===== config.mk =====
export PLATFORM = sky130hd
export DESIGN_NAME = pmcs_top
export DESIGN_NICKNAME = d
export VERILOG_FILES = /design/src/pmcs_avg.v /design/src/pmcs_top.v
export VERILOG_INCLUDE_DIRS = /design/src
export SDC_FILE = /design/constraint.sdc
export NUM_CORES = 2
export LEC_CHECK = 0
export BUFFER_PORTS_ARGS = -buffer_cell sky130_fd_sc_hd__buf_2
export CORE_MARGIN = 1
export CORE_UTILIZATION = 40
export CTS_CLUSTER_SIZE = 8
export DETAILED_ROUTE_END_ITERATION = 8
export GPL_ROUTABILITY_DRIVEN = 0
export HOLD_SLACK_MARGIN = 0.05
export PLACE_DENSITY = 0.54
export SYNTH_ARGS = -nofsm -noshare
export SYNTH_HDL_FRONTEND = slang
export SYNTH_SLANG_ARGS = --single-unit

===== constraint.sdc =====
create_clock -name CLK -period 25 [get_ports CLK]
set_input_delay 6.25 -clock CLK [delete_from_list [all_inputs] [get_ports CLK]]
set_output_delay 6.25 -clock CLK [all_outputs]
set_load 0.1 [all_outputs]

===== src/pmcs_map.vh =====
/*
  Constants of the power monitor sequencing and scaling block: conversion
  times, averaging codes, limit and calibration reset values, scaling shifts.
  Assumes it is included by bare name from the design files.
*/
`ifndef PMCS_MAP_VH
`define PMCS_MAP_VH

// Clock and conversion times
`define PMCS_CLK_PERIOD_NS 10
`define PMCS_CYC_PER_US    (1000 / `PMCS_CLK_PERIOD_NS)
`define PMCS_CT0_US        50
`define PMCS_CT1_US        84
`define PMCS_CT2_US        150
`define PMCS_CT3_US        280
`define PMCS_CT4_US        540
`define PMCS_CT5_US        1052
`define PMCS_CT6_US        2074
`define PMCS_CT7_US        4120

// Averaging counts as powers of two
`define PMCS_AVG0_LOG2     4'h0
`define PMCS_AVG1_LOG2     4'h2
`define PMCS_AVG2_LOG2     4'h4
`define PMCS_AVG3_LOG2     4'h6
`define PMCS_AVG4_LOG2     4'h7
`define PMCS_AVG5_LOG2     4'h8
`define PMCS_AVG6_LOG2     4'h9
`define PMCS_AVG7_LOG2     4'hA

// Channels in conversion order
`define PMCS_CH_SHUNT      2'h0
`define PMCS_CH_BUS        2'h1
`define PMCS_CH_TEMP       2'h2

// Limit and calibration write selects
`define PMCS_SEL_SHUNT_LIM 2'h0
`define PMCS_SEL_BUS_LIM   2'h1
`define PMCS_SEL_PWR_LIM   2'h2
`define PMCS_SEL_CAL       2'h3

// Reset values
`define PMCS_SHUNT_LIM_RST 16'h7FFF
`define PMCS_BUS_LIM_RST   15'h7FFF
`define PMCS_PWR_LIM_RST   16'hFFFF
`define PMCS_CAL_RST       15'h0000

// Scaling
`define PMCS_CUR_SHIFT     12
`define PMCS_PWR_SHIFT     6
`define PMCS_PWR_LIM_SHIFT 8

`endif


===== src/pmcs_avg.v =====
/*
  Averaging accumulator: sums signed conversion results and returns the
  sum shifted right by the log2 of the averaging count.
  Assumes the caller clears it at the start of each averaging window.
*/
`timescale 1ns/1ps
`default_nettype none

module pmcs_avg #(
  parameter W  = 16,
  parameter LW = 10
) (
  input  wire                 clk,
  input  wire                 rst,
  input  wire                 clr,
  input  wire                 add,
  input  wire signed [W-1:0]  sample,
  input  wire        [3:0]    shift,
  output wire signed [W-1:0]  result
);

  reg  signed [W+LW-1:0] acc_q;
  wire signed [W+LW-1:0] sx;
  wire signed [W+LW-1:0] shifted;

  assign sx      = {{LW{sample[W-1]}}, sample};
  assign shifted = acc_q >>> shift;
  // Sum of at most 2**LW samples divided by the count always fits W bits
  assign result  = shifted[W-1:0];

  always @(posedge clk) begin
    if (rst) begin
      acc_q <= {(W+LW){1'b0}};
    end else if (clr && add) begin
      acc_q <= sx;
    end else if (clr) begin
      acc_q <= {(W+LW){1'b0}};
    end else if (add) begin
      acc_q <= acc_q + sx;
    end
  end

endmodule // pmcs_avg

`default_nettype wire


===== src/pmcs_top.v =====
/*
  Conversion sequencing, averaging, current and power scaling, limit
  comparison and alert of a shunt and bus power monitor.
  Assumes an analog front end that converts the channel on ADC_CHAN over
  the programmed time and holds its signed result on ADC_SAMPLE at the end;
  RST stands for the supply power cycle.
*/
`timescale 1ns/1ps
`default_nettype none
`include "pmcs_map.vh"

//////////////////////////////////////////////////////////////////////////////
// Overview of operation
// - Eight selectable conversion times, 50 to 4120 us
// - Averaging over 1 to 1024 conversions
// - Sample period is the sum of the three conversion times times count
// - Time and averaging are independent settings
// - Separate shunt and bus conversion times
// - Power-up: wide range, continuous three-channel conversion
// - Limits return to reset values each power-up
// - Current results zero until calibration written
// - 16-bit power limit compared at 256 steps
// - Shunt result compared with shunt upper limit
// - Bus result compared with bus upper limit
// - Power step is 0.2 times current step
// - Results except power in two's complement, MSB negative
// - Alert selects limit event or conversion ready
// - Shunt range selectable, wide or narrow
// - Measure bus voltage and compute power
// - Current computed after shunt measurement from calibration
module pmcs_top #(
  parameter CYC_PER_US = `PMCS_CYC_PER_US
) (
  input  wire        CLK,
  input  wire        RST,
  input  wire [2:0]  SHUNT_CT_SEL,
  input  wire [2:0]  BUS_CT_SEL,
  input  wire [2:0]  TEMP_CT_SEL,
  input  wire [2:0]  AVG_SEL,
  input  wire        SHUNT_RANGE_SELECT,
  input  wire        ALERT_SEL,
  input  wire        LIM_WR,
  input  wire [1:0]  LIM_ADDR,
  input  wire [15:0] LIM_WDATA,
  input  wire        READY_CLR,
  input  wire [15:0] ADC_SAMPLE,
  output wire [1:0]  ADC_CHAN,
  output wire        ADC_RANGE,
  output wire        ADC_SOC,
  output wire [15:0] SHUNT_RES,
  output wire [15:0] BUS_RES,
  output wire [15:0] TEMP_RES,
  output wire [15:0] CURRENT_RES,
  output wire [23:0] POWER_RES,
  output wire        DATA_READY,
  output wire        OVER_SHUNT,
  output wire        OVER_BUS,
  output wire        OVER_POWER,
  output wire        ALERT_O,
  output wire        ALERT_OE
);

  //////////////////////////////////////////////////////////////////////////
  // States
  localparam [5:0] S_LOAD  = 6'b000001;
  localparam [5:0] S_CONV  = 6'b000010;
  localparam [5:0] S_STORE = 6'b000100;
  localparam [5:0] S_CUR   = 6'b001000;
  localparam [5:0] S_PWR   = 6'b010000;
  localparam [5:0] S_CMP   = 6'b100000;

  //////////////////////////////////////////////////////////////////////////
  // Functions

  // Conversion time code to clock cycles
  function [19:0] ct_cyc;
    input [2:0] sel;
    integer t;
    begin
      case (sel)
        3'h0:    t = `PMCS_CT0_US * CYC_PER_US;
        3'h1:    t = `PMCS_CT1_US * CYC_PER_US;
        3'h2:    t = `PMCS_CT2_US * CYC_PER_US;
        3'h3:    t = `PMCS_CT3_US * CYC_PER_US;
        3'h4:    t = `PMCS_CT4_US * CYC_PER_US;
        3'h5:    t = `PMCS_CT5_US * CYC_PER_US;
        3'h6:    t = `PMCS_CT6_US * CYC_PER_US;
        default: t = `PMCS_CT7_US * CYC_PER_US;
      endcase
      if (t < 1) begin
        t = 1;
      end
      ct_cyc = t[19:0];
    end
  endfunction

  // Averaging code to log2 of the count
  function [3:0] avg_log2;
    input [2:0] sel;
    begin
      case (sel)
        3'h0:    avg_log2 = `PMCS_AVG0_LOG2;
        3'h1:    avg_log2 = `PMCS_AVG1_LOG2;
        3'h2:    avg_log2 = `PMCS_AVG2_LOG2;
        3'h3:    avg_log2 = `PMCS_AVG3_LOG2;
        3'h4:    avg_log2 = `PMCS_AVG4_LOG2;
        3'h5:    avg_log2 = `PMCS_AVG5_LOG2;
        3'h6:    avg_log2 = `PMCS_AVG6_LOG2;
        default: avg_log2 = `PMCS_AVG7_LOG2;
      endcase
    end
  endfunction

  // Signed saturation to 16 bits
  function [15:0] sat16;
    input signed [31:0] v;
    begin
      if (v > 32'sd32767) begin
        sat16 = 16'h7FFF;
      end else if (v < -32'sd32768) begin
        sat16 = 16'h8000;
      end else begin
        sat16 = v[15:0];
      end
    end
  endfunction

  //////////////////////////////////////////////////////////////////////////
  // Registers
  reg        [5:0]  state_q;
  reg        [19:0] cyc_q;
  reg        [19:0] ct_q;
  reg        [10:0] n_q;
  reg        [10:0] navg_q;
  reg        [3:0]  shift_q;
  reg        [1:0]  chan_q;
  reg               range_q;
  reg               soc_q;
  reg signed [15:0] shunt_q;
  reg        [15:0] bus_q;
  reg        [15:0] temp_q;
  reg signed [15:0] cur_q;
  reg        [23:0] pwr_q;
  reg signed [15:0] shunt_lim_q;
  reg        [14:0] bus_lim_q;
  reg        [15:0] pwr_lim_q;
  reg        [14:0] cal_q;
  reg               ready_q;
  reg               ov_shunt_q;
  reg               ov_bus_q;
  reg               ov_pwr_q;
  reg               alert_oe_q;
  reg               alert_o_q;

  wire signed [15:0] avg_res;
  wire               conv_end;
  wire               win_end;
  wire signed [31:0] cur_prod;
  wire signed [31:0] cur_scaled;
  wire        [15:0] cur_mag;
  wire        [15:0] bus_pos;
  wire        [31:0] pwr_prod;
  wire        [31:0] pwr_scaled;
  wire               cmp_state;
  wire               ready_set;

  //////////////////////////////////////////////////////////////////////////
  // Averager
  pmcs_avg #(
    .W  (16),
    .LW (10)
  ) u_avg (
    .clk    (CLK),
    .rst    (RST),
    .clr    (state_q == S_LOAD),
    .add    (conv_end),
    .sample (ADC_SAMPLE),
    .shift  (shift_q),
    .result (avg_res)
  );

  assign conv_end = (state_q == S_CONV) && (cyc_q == ct_q - 20'h0_0001);
  assign win_end  = conv_end && (n_q == navg_q - 11'h001);

  //////////////////////////////////////////////////////////////////////////
  // Scaling
  // Calibration of zero forces a zero product, so current and power read 0
  assign cur_prod   = $signed({{16{shunt_q[15]}}, shunt_q}) *
                      $signed({17'h0_0000, cal_q});
  assign cur_scaled = cur_prod >>> `PMCS_CUR_SHIFT;
  assign cur_mag    = cur_q[15] ? (16'h0000 - cur_q) : cur_q;
  // Bus is positive only; a negative code is treated as zero
  assign bus_pos    = bus_q[15] ? 16'h0000 : bus_q;
  assign pwr_prod   = {16'h0000, cur_mag} * {16'h0000, bus_pos};
  assign pwr_scaled = pwr_prod >> `PMCS_PWR_SHIFT;

  assign cmp_state = (state_q == S_CMP);
  assign ready_set = cmp_state;

  //////////////////////////////////////////////////////////////////////////
  // Sequencer
  always @(posedge CLK) begin
    if (RST) begin
      state_q <= S_LOAD;
      cyc_q   <= 20'h0_0000;
      ct_q    <= 20'h0_0001;
      n_q     <= 11'h000;
      navg_q  <= 11'h001;
      shift_q <= 4'h0;
      chan_q  <= `PMCS_CH_SHUNT;
      range_q <= 1'b0;
      soc_q   <= 1'b0;
      shunt_q <= 16'h0000;
      bus_q   <= 16'h0000;
      temp_q  <= 16'h0000;
      cur_q   <= 16'h0000;
      pwr_q   <= 24'h00_0000;
    end else begin
      soc_q <= 1'b0;
      case (state_q)
        S_LOAD: begin
          // Settings are taken once per window so a change cannot split it
          case (chan_q)
            `PMCS_CH_SHUNT: ct_q <= ct_cyc(SHUNT_CT_SEL);
            `PMCS_CH_BUS:   ct_q <= ct_cyc(BUS_CT_SEL);
            default:        ct_q <= ct_cyc(TEMP_CT_SEL);
          endcase
          shift_q <= avg_log2(AVG_SEL);
          navg_q  <= 11'h001 << avg_log2(AVG_SEL);
          range_q <= SHUNT_RANGE_SELECT;
          n_q     <= 11'h000;
          cyc_q   <= 20'h0_0000;
          soc_q   <= 1'b1;
          state_q <= S_CONV;
        end
        S_CONV: begin
          if (win_end) begin
            state_q <= S_STORE;
          end else if (conv_end) begin
            n_q   <= n_q + 11'h001;
            cyc_q <= 20'h0_0000;
            soc_q <= 1'b1;
          end else begin
            cyc_q <= cyc_q + 20'h0_0001;
          end
        end
        S_STORE: begin
          case (chan_q)
            `PMCS_CH_SHUNT: begin
              shunt_q <= avg_res;
              chan_q  <= `PMCS_CH_BUS;
              state_q <= S_LOAD;
            end
            `PMCS_CH_BUS: begin
              bus_q   <= avg_res;
              chan_q  <= `PMCS_CH_TEMP;
              state_q <= S_LOAD;
            end
            default: begin
              temp_q  <= {avg_res[15:4], 4'h0};
              state_q <= S_CUR;
            end
          endcase
        end
        S_CUR: begin
          cur_q   <= sat16(cur_scaled);
          state_q <= S_PWR;
        end
        S_PWR: begin
          if (pwr_prod[31:30] != 2'b00) begin
            pwr_q <= 24'hFF_FFFF;
          end else begin
            pwr_q <= pwr_scaled[23:0];
          end
          state_q <= S_CMP;
        end
        S_CMP: begin
          chan_q  <= `PMCS_CH_SHUNT;
          state_q <= S_LOAD;
        end
        default: begin
          chan_q  <= `PMCS_CH_SHUNT;
          state_q <= S_LOAD;
        end
      endcase
    end
  end

  //////////////////////////////////////////////////////////////////////////
  // Limits and calibration
  always @(posedge CLK) begin
    if (RST) begin
      shunt_lim_q <= `PMCS_SHUNT_LIM_RST;
      bus_lim_q   <= `PMCS_BUS_LIM_RST;
      pwr_lim_q   <= `PMCS_PWR_LIM_RST;
      cal_q       <= `PMCS_CAL_RST;
    end else if (LIM_WR) begin
      case (LIM_ADDR)
        `PMCS_SEL_SHUNT_LIM: shunt_lim_q <= LIM_WDATA;
        `PMCS_SEL_BUS_LIM:   bus_lim_q   <= LIM_WDATA[14:0];
        `PMCS_SEL_PWR_LIM:   pwr_lim_q   <= LIM_WDATA;
        default:             cal_q       <= LIM_WDATA[14:0];
      endcase
    end
  end

  //////////////////////////////////////////////////////////////////////////
  // Comparison and alert
  always @(posedge CLK) begin
    if (RST) begin
      ov_shunt_q <= 1'b0;
      ov_bus_q   <= 1'b0;
      ov_pwr_q   <= 1'b0;
      ready_q    <= 1'b0;
      alert_oe_q <= 1'b0;
      alert_o_q  <= 1'b0;
    end else begin
      if (cmp_state) begin
        ov_shunt_q <= (shunt_q > shunt_lim_q);
        ov_bus_q   <= (bus_pos[14:0] > bus_lim_q);
        ov_pwr_q   <= (pwr_q[23:`PMCS_PWR_LIM_SHIFT] > pwr_lim_q);
      end
      // A ready event in the clear cycle is kept
      if (ready_set) begin
        ready_q <= 1'b1;
      end else if (READY_CLR) begin
        ready_q <= 1'b0;
      end
      // Open drain: the pin is pulled low whenever the enable is high
      if (ALERT_SEL) begin
        alert_oe_q <= ready_q;
      end else begin
        alert_oe_q <= ov_shunt_q | ov_bus_q | ov_pwr_q;
      end
      alert_o_q <= 1'b0;
    end
  end

  //////////////////////////////////////////////////////////////////////////
  // Outputs
  assign ADC_CHAN    = chan_q;
  assign ADC_RANGE   = range_q;
  assign ADC_SOC     = soc_q;
  assign SHUNT_RES   = shunt_q;
  assign BUS_RES     = bus_q;
  assign TEMP_RES    = temp_q;
  assign CURRENT_RES = cur_q;
  assign POWER_RES   = pwr_q;
  assign DATA_READY  = ready_q;
  assign OVER_SHUNT  = ov_shunt_q;
  assign OVER_BUS    = ov_bus_q;
  assign OVER_POWER  = ov_pwr_q;
  assign ALERT_O     = alert_o_q;
  assign ALERT_OE    = alert_oe_q;

endmodule // pmcs_top

`default_nettype wire


==> qor.tcl <==
set qor(yosys.area_share.adder_pct) 37.78
set qor(post_drt_via_cell_ratio) 5.185
set qor(power_per_cell_area_nw_per_um2) 30.61
set qor(crit_path_end_kind) {flop}
set qor(final-max-slew-violation-count) 0
set qor(post_synth_xor_area_fraction_pct) 4.645
set qor(core.rowCount) 101
set qor(worstHoldPathType) {reg -> reg}
set qor(final_layout_size_suffix_gt1_share_pct) 7.220
set qor(floorplan.io_pins) 150
set qor(count_of_flip_flops_with_a_built_in_enable_after_synthesis) 0
set qor(worst_setup_hold_path_clk_slew_ps) 50
set qor(pre_cts_slack_ps) 15320
set qor(crit_required_ps) 25370
set qor(worst-endpoint-arrival_ps) 10190
set qor(post_synthesis_cells) 3667
set qor(critical_path_peak_fanout) 23
set qor(yosys_warnings) 0
set qor(p_int_mw) 0.7315
set qor(floorplan.initialDensity_pct) 40.46
set qor(die_y_um) 279.2
set qor(netSwitchingPower_mw) 0.2919
set qor(drt_pre_antenna_iters) 5
set qor(cts.hold.buffers_added) 0
set qor(detail_route.wl_per_cell_um) 19.00
set qor(overflow) 0
set qor(initialDrtViolationCount) 1532
set qor(total_number_of_h_tree_levels) 2
set qor(yosys.cell_types.count) 79
set qor(leakage_nw) 16.24
set qor(grt_pass1_vias) 25300
set qor(cap_violations) 0
set qor(grt_pass1_wl_um) 144700
set qor(synthFlopType) {sky130_fd_sc_hd__dfxtp_1}
set qor(buffer_ports.inserted) 144
set qor(critPathKind) {reg -> reg}
set qor(setup_viol) 0
set qor(dieWidth_um) 279.2
set qor(slew-limit-headroom_pct) 23.67
set qor(dr_total_vias) 24670
set qor(crit_path_start_kind) {flop}
set qor(avgSynthCellArea_um2) 8.381
set qor(cts_tree) {done}
set qor(final_period_minus_worst_setup_slack_ps) 9820
set qor(area_growth_pct) 8.786
set qor(reg2reg_from) {CURRENT_RES[0]}
set qor(power.total_mw) 1.023
set qor(design.die.area_um2) 77940
set qor(timing.fmax_ghz) 0.1018
set qor(layout.nets) 4447
set qor(cts_repair_resizes) 0
set qor(rsz0062_at_grt) {false}
set qor(global_route.usage.total_pct) 23.95
set qor(synthArstFlopShare_pct) 0
set qor(clock_sinks) 250
set qor(layout_worst_path_cycle_share_pct) 39.28
set qor(layout_setup_ws_ps) 15180
set qor(swShare_pct) 28.52
set qor(yosys.area_share.simple_pct) 18.71
set qor(power.sequential.fraction_pct) 41.5
set qor(main_combinational_cell_family_by_area_after_synthesis) {adder cells}
set qor(coreArea_um2) 75950
set qor(clock_latency_ps) 570
set qor(share_clk_of_total_power_pct) 45.3
set qor(cts_buffers) 37
set qor(netlist_area_um2) 30730
set qor(flops_latches_synth) 250
set qor(drc) 0
set qor(startpoint) {CURRENT_RES[0]}
set qor(finalSetupTns_ps) 0
set qor(slowest_stage) {sky130_fd_sc_hd__xor2_2}
set qor(cts.root.buffer_cell) {sky130_fd_sc_hd__clkbuf_16}
set qor(power.combinational.fraction_pct) 13.2
set qor(clk_path_buf_depth) 3
set qor(cp_slowest_stage_delay_ps) 840
set qor(grt_max_degree) 107
set qor(worst_pin_slew_ps) 1145
set qor(post_synthesis_compound_gate_area_fraction_pct) 10.21
set qor(status) {finished clean}
set qor(vdd.ir_drop.worst_uv) 46.71
set qor(final_report_hold_violation_count) 0
set qor(postCtsSetupRepairBufs) 0
set qor(seq_area_frac_synth_pct) 16.29
set qor(hold_path_startpoint) {ADC_RANGE}
set qor(place.detailed.hpwl_um) 70780
set qor(synthMuxAreaShare_pct) 2.712
set qor(routed_wirelength_um) 90400
set qor(grt_antenna_before_repair) 10
set qor(finClkSkew_ps) 28.16
set qor(antenna_left) 0
power by group through the flow:
stage	logic, mW	clock network (mW)	registers [mW]
detailed placement	0.135	0	0.432
global placement	0.135	0	0.432
floorplan	0.0988	0	0.428
finish	0.136	0.464	0.424
CTS	0.136	0.475	0.424
global route	0.150	0.488	0.426
synth_stat cells, types with 30 or more instances:
cell	number	area, µm²
sky130_fd_sc_hd__a21oi_1	195	975.9
sky130_fd_sc_hd__nand3_1	47	235.2
sky130_fd_sc_hd__inv_1	604	2267
sky130_fd_sc_hd__nor3_1	50	250.2
sky130_fd_sc_hd__o211ai_1	30	225.2
sky130_fd_sc_hd__fa_1	425	8508
sky130_fd_sc_hd__xnor2_1	94	823.3
sky130_fd_sc_hd__a21o_1	39	292.8
sky130_fd_sc_hd__dfxtp_1	250	5005
sky130_fd_sc_hd__clkbuf_1	152	570.6
sky130_fd_sc_hd__xor2_1	69	604.3
sky130_fd_sc_hd__mux2i_1	54	540.5
sky130_fd_sc_hd__nand2_1	451	1693
sky130_fd_sc_hd__nor2b_1	34	212.7
sky130_fd_sc_hd__ha_1	248	3103
sky130_fd_sc_hd__nor2_1	351	1318
sky130_fd_sc_hd__and2_1	140	875.8
sky130_fd_sc_hd__o21ai_0	66	330.3
through the flow:
stage	util (%)	hold WS (ps)	instance area, µm²	std cells
3_5_place_dp	42.66	447.4	32400	4713
3_3_place_gp	42.66	446.1	32400	4713
2_1_floorplan	-	437.6	30750	3671
6_report	44.02	456.0	33430	4757
5_1_grt	44.02	493.5	33430	4756
4_1_cts	44.02	455.9	33430	4756
state kept, by name (all words and copies together), names as in the netlist, 16 cells and up:
register	cells
u_avg.acc_q	26
POWER_RES	24
cyc_q	20
ct_q	17
BUS_RES	16
CURRENT_RES	16
SHUNT_RES	16
pwr_lim_q	16
shunt_lim_q	16
cell usage in the layout, fill, tap and decap left out, types with 29 or more instances in the layout:
master | synthesis | routed
sky130_fd_sc_hd__ha_1 | 248 | 248
sky130_fd_sc_hd__a211oi_1 | 29 | 29
sky130_fd_sc_hd__dfxtp_1 | 250 | 250
sky130_fd_sc_hd__xor2_1 | 69 | 68
sky130_fd_sc_hd__nand3_1 | 47 | 47
sky130_fd_sc_hd__a21oi_1 | 195 | 195
sky130_fd_sc_hd__and2_1 | 140 | 140
sky130_fd_sc_hd__mux2i_1 | 54 | 54
sky130_fd_sc_hd__nor2_1 | 351 | 351
sky130_fd_sc_hd__a21o_1 | 39 | 39
sky130_fd_sc_hd__buf_4 | 5 | 38
sky130_fd_sc_hd__buf_2 | 5 | 143
sky130_fd_sc_hd__clkbuf_16 | 0 | 37
sky130_fd_sc_hd__nand2_1 | 451 | 451
sky130_fd_sc_hd__a311oi_1 | 29 | 29
sky130_fd_sc_hd__o211ai_1 | 30 | 30
sky130_fd_sc_hd__nand4_1 | 29 | 29
sky130_fd_sc_hd__o21ai_0 | 66 | 65
sky130_fd_sc_hd__inv_1 | 604 | 604
sky130_fd_sc_hd__fa_1 | 425 | 425
sky130_fd_sc_hd__nor2b_1 | 34 | 32
sky130_fd_sc_hd__xnor2_1 | 94 | 94
sky130_fd_sc_hd__nor3_1 | 50 | 50
cell type report:
class / instances / area [µm²]
fill: 7760 / 42520
sequential: 250 / 5005
multi-input combinational: 2642 / 22810
timing repair buffer: 182 / 1012
inverter: 609 / 2286
antenna: 1 / 2.502
clock inverter: 4 / 92.59
clock buffer: 39 / 933.4
tap: 1030 / 1289
worst paths after layout:
check	endpoint	slack, ps	cells after the start
worst max-delay path	POWER_RES[14]	15180	32
worst min-delay path	ADC_RANGE	460	2
worst max register to register	POWER_RES[14]	15180	32
worst min register to register	ADC_RANGE	460	2
critical path, delay by kind of cell (launching register included):
| kind | cells | cell delay, ps |
|---|---|---|
| flops | 1 | 450 |
| simple gates | 7 | 1720 |
| compound gates | 8 | 1830 |
| fa+ha+maj | 8 | 3590 |
| buf+inv | 7 | 510 |
| xor+xnor | 2 | 1540 |
logic make-up after synthesis:
logic type               count (synthesis)
other                                    1
buffers and inverters                  779
XOR/XNOR                               163
multiplexers                            70
AND/OR/NAND/NOR                       1240
AO/OA/AOI/OAI                          491
adder cells (fa/ha/maj)                673
flip-flops                             250
layer usage:
layer	track usage, %	share of wire [%]	up-vias
met5	0	0.051	-
li1	-	-	11750
met2	39.34	46	588
met4	5.959	2.3	8
met1	32.88	46	12220
met3	3.615	5.7	103
Note: power is estimated with default switching activity, not from simulation.
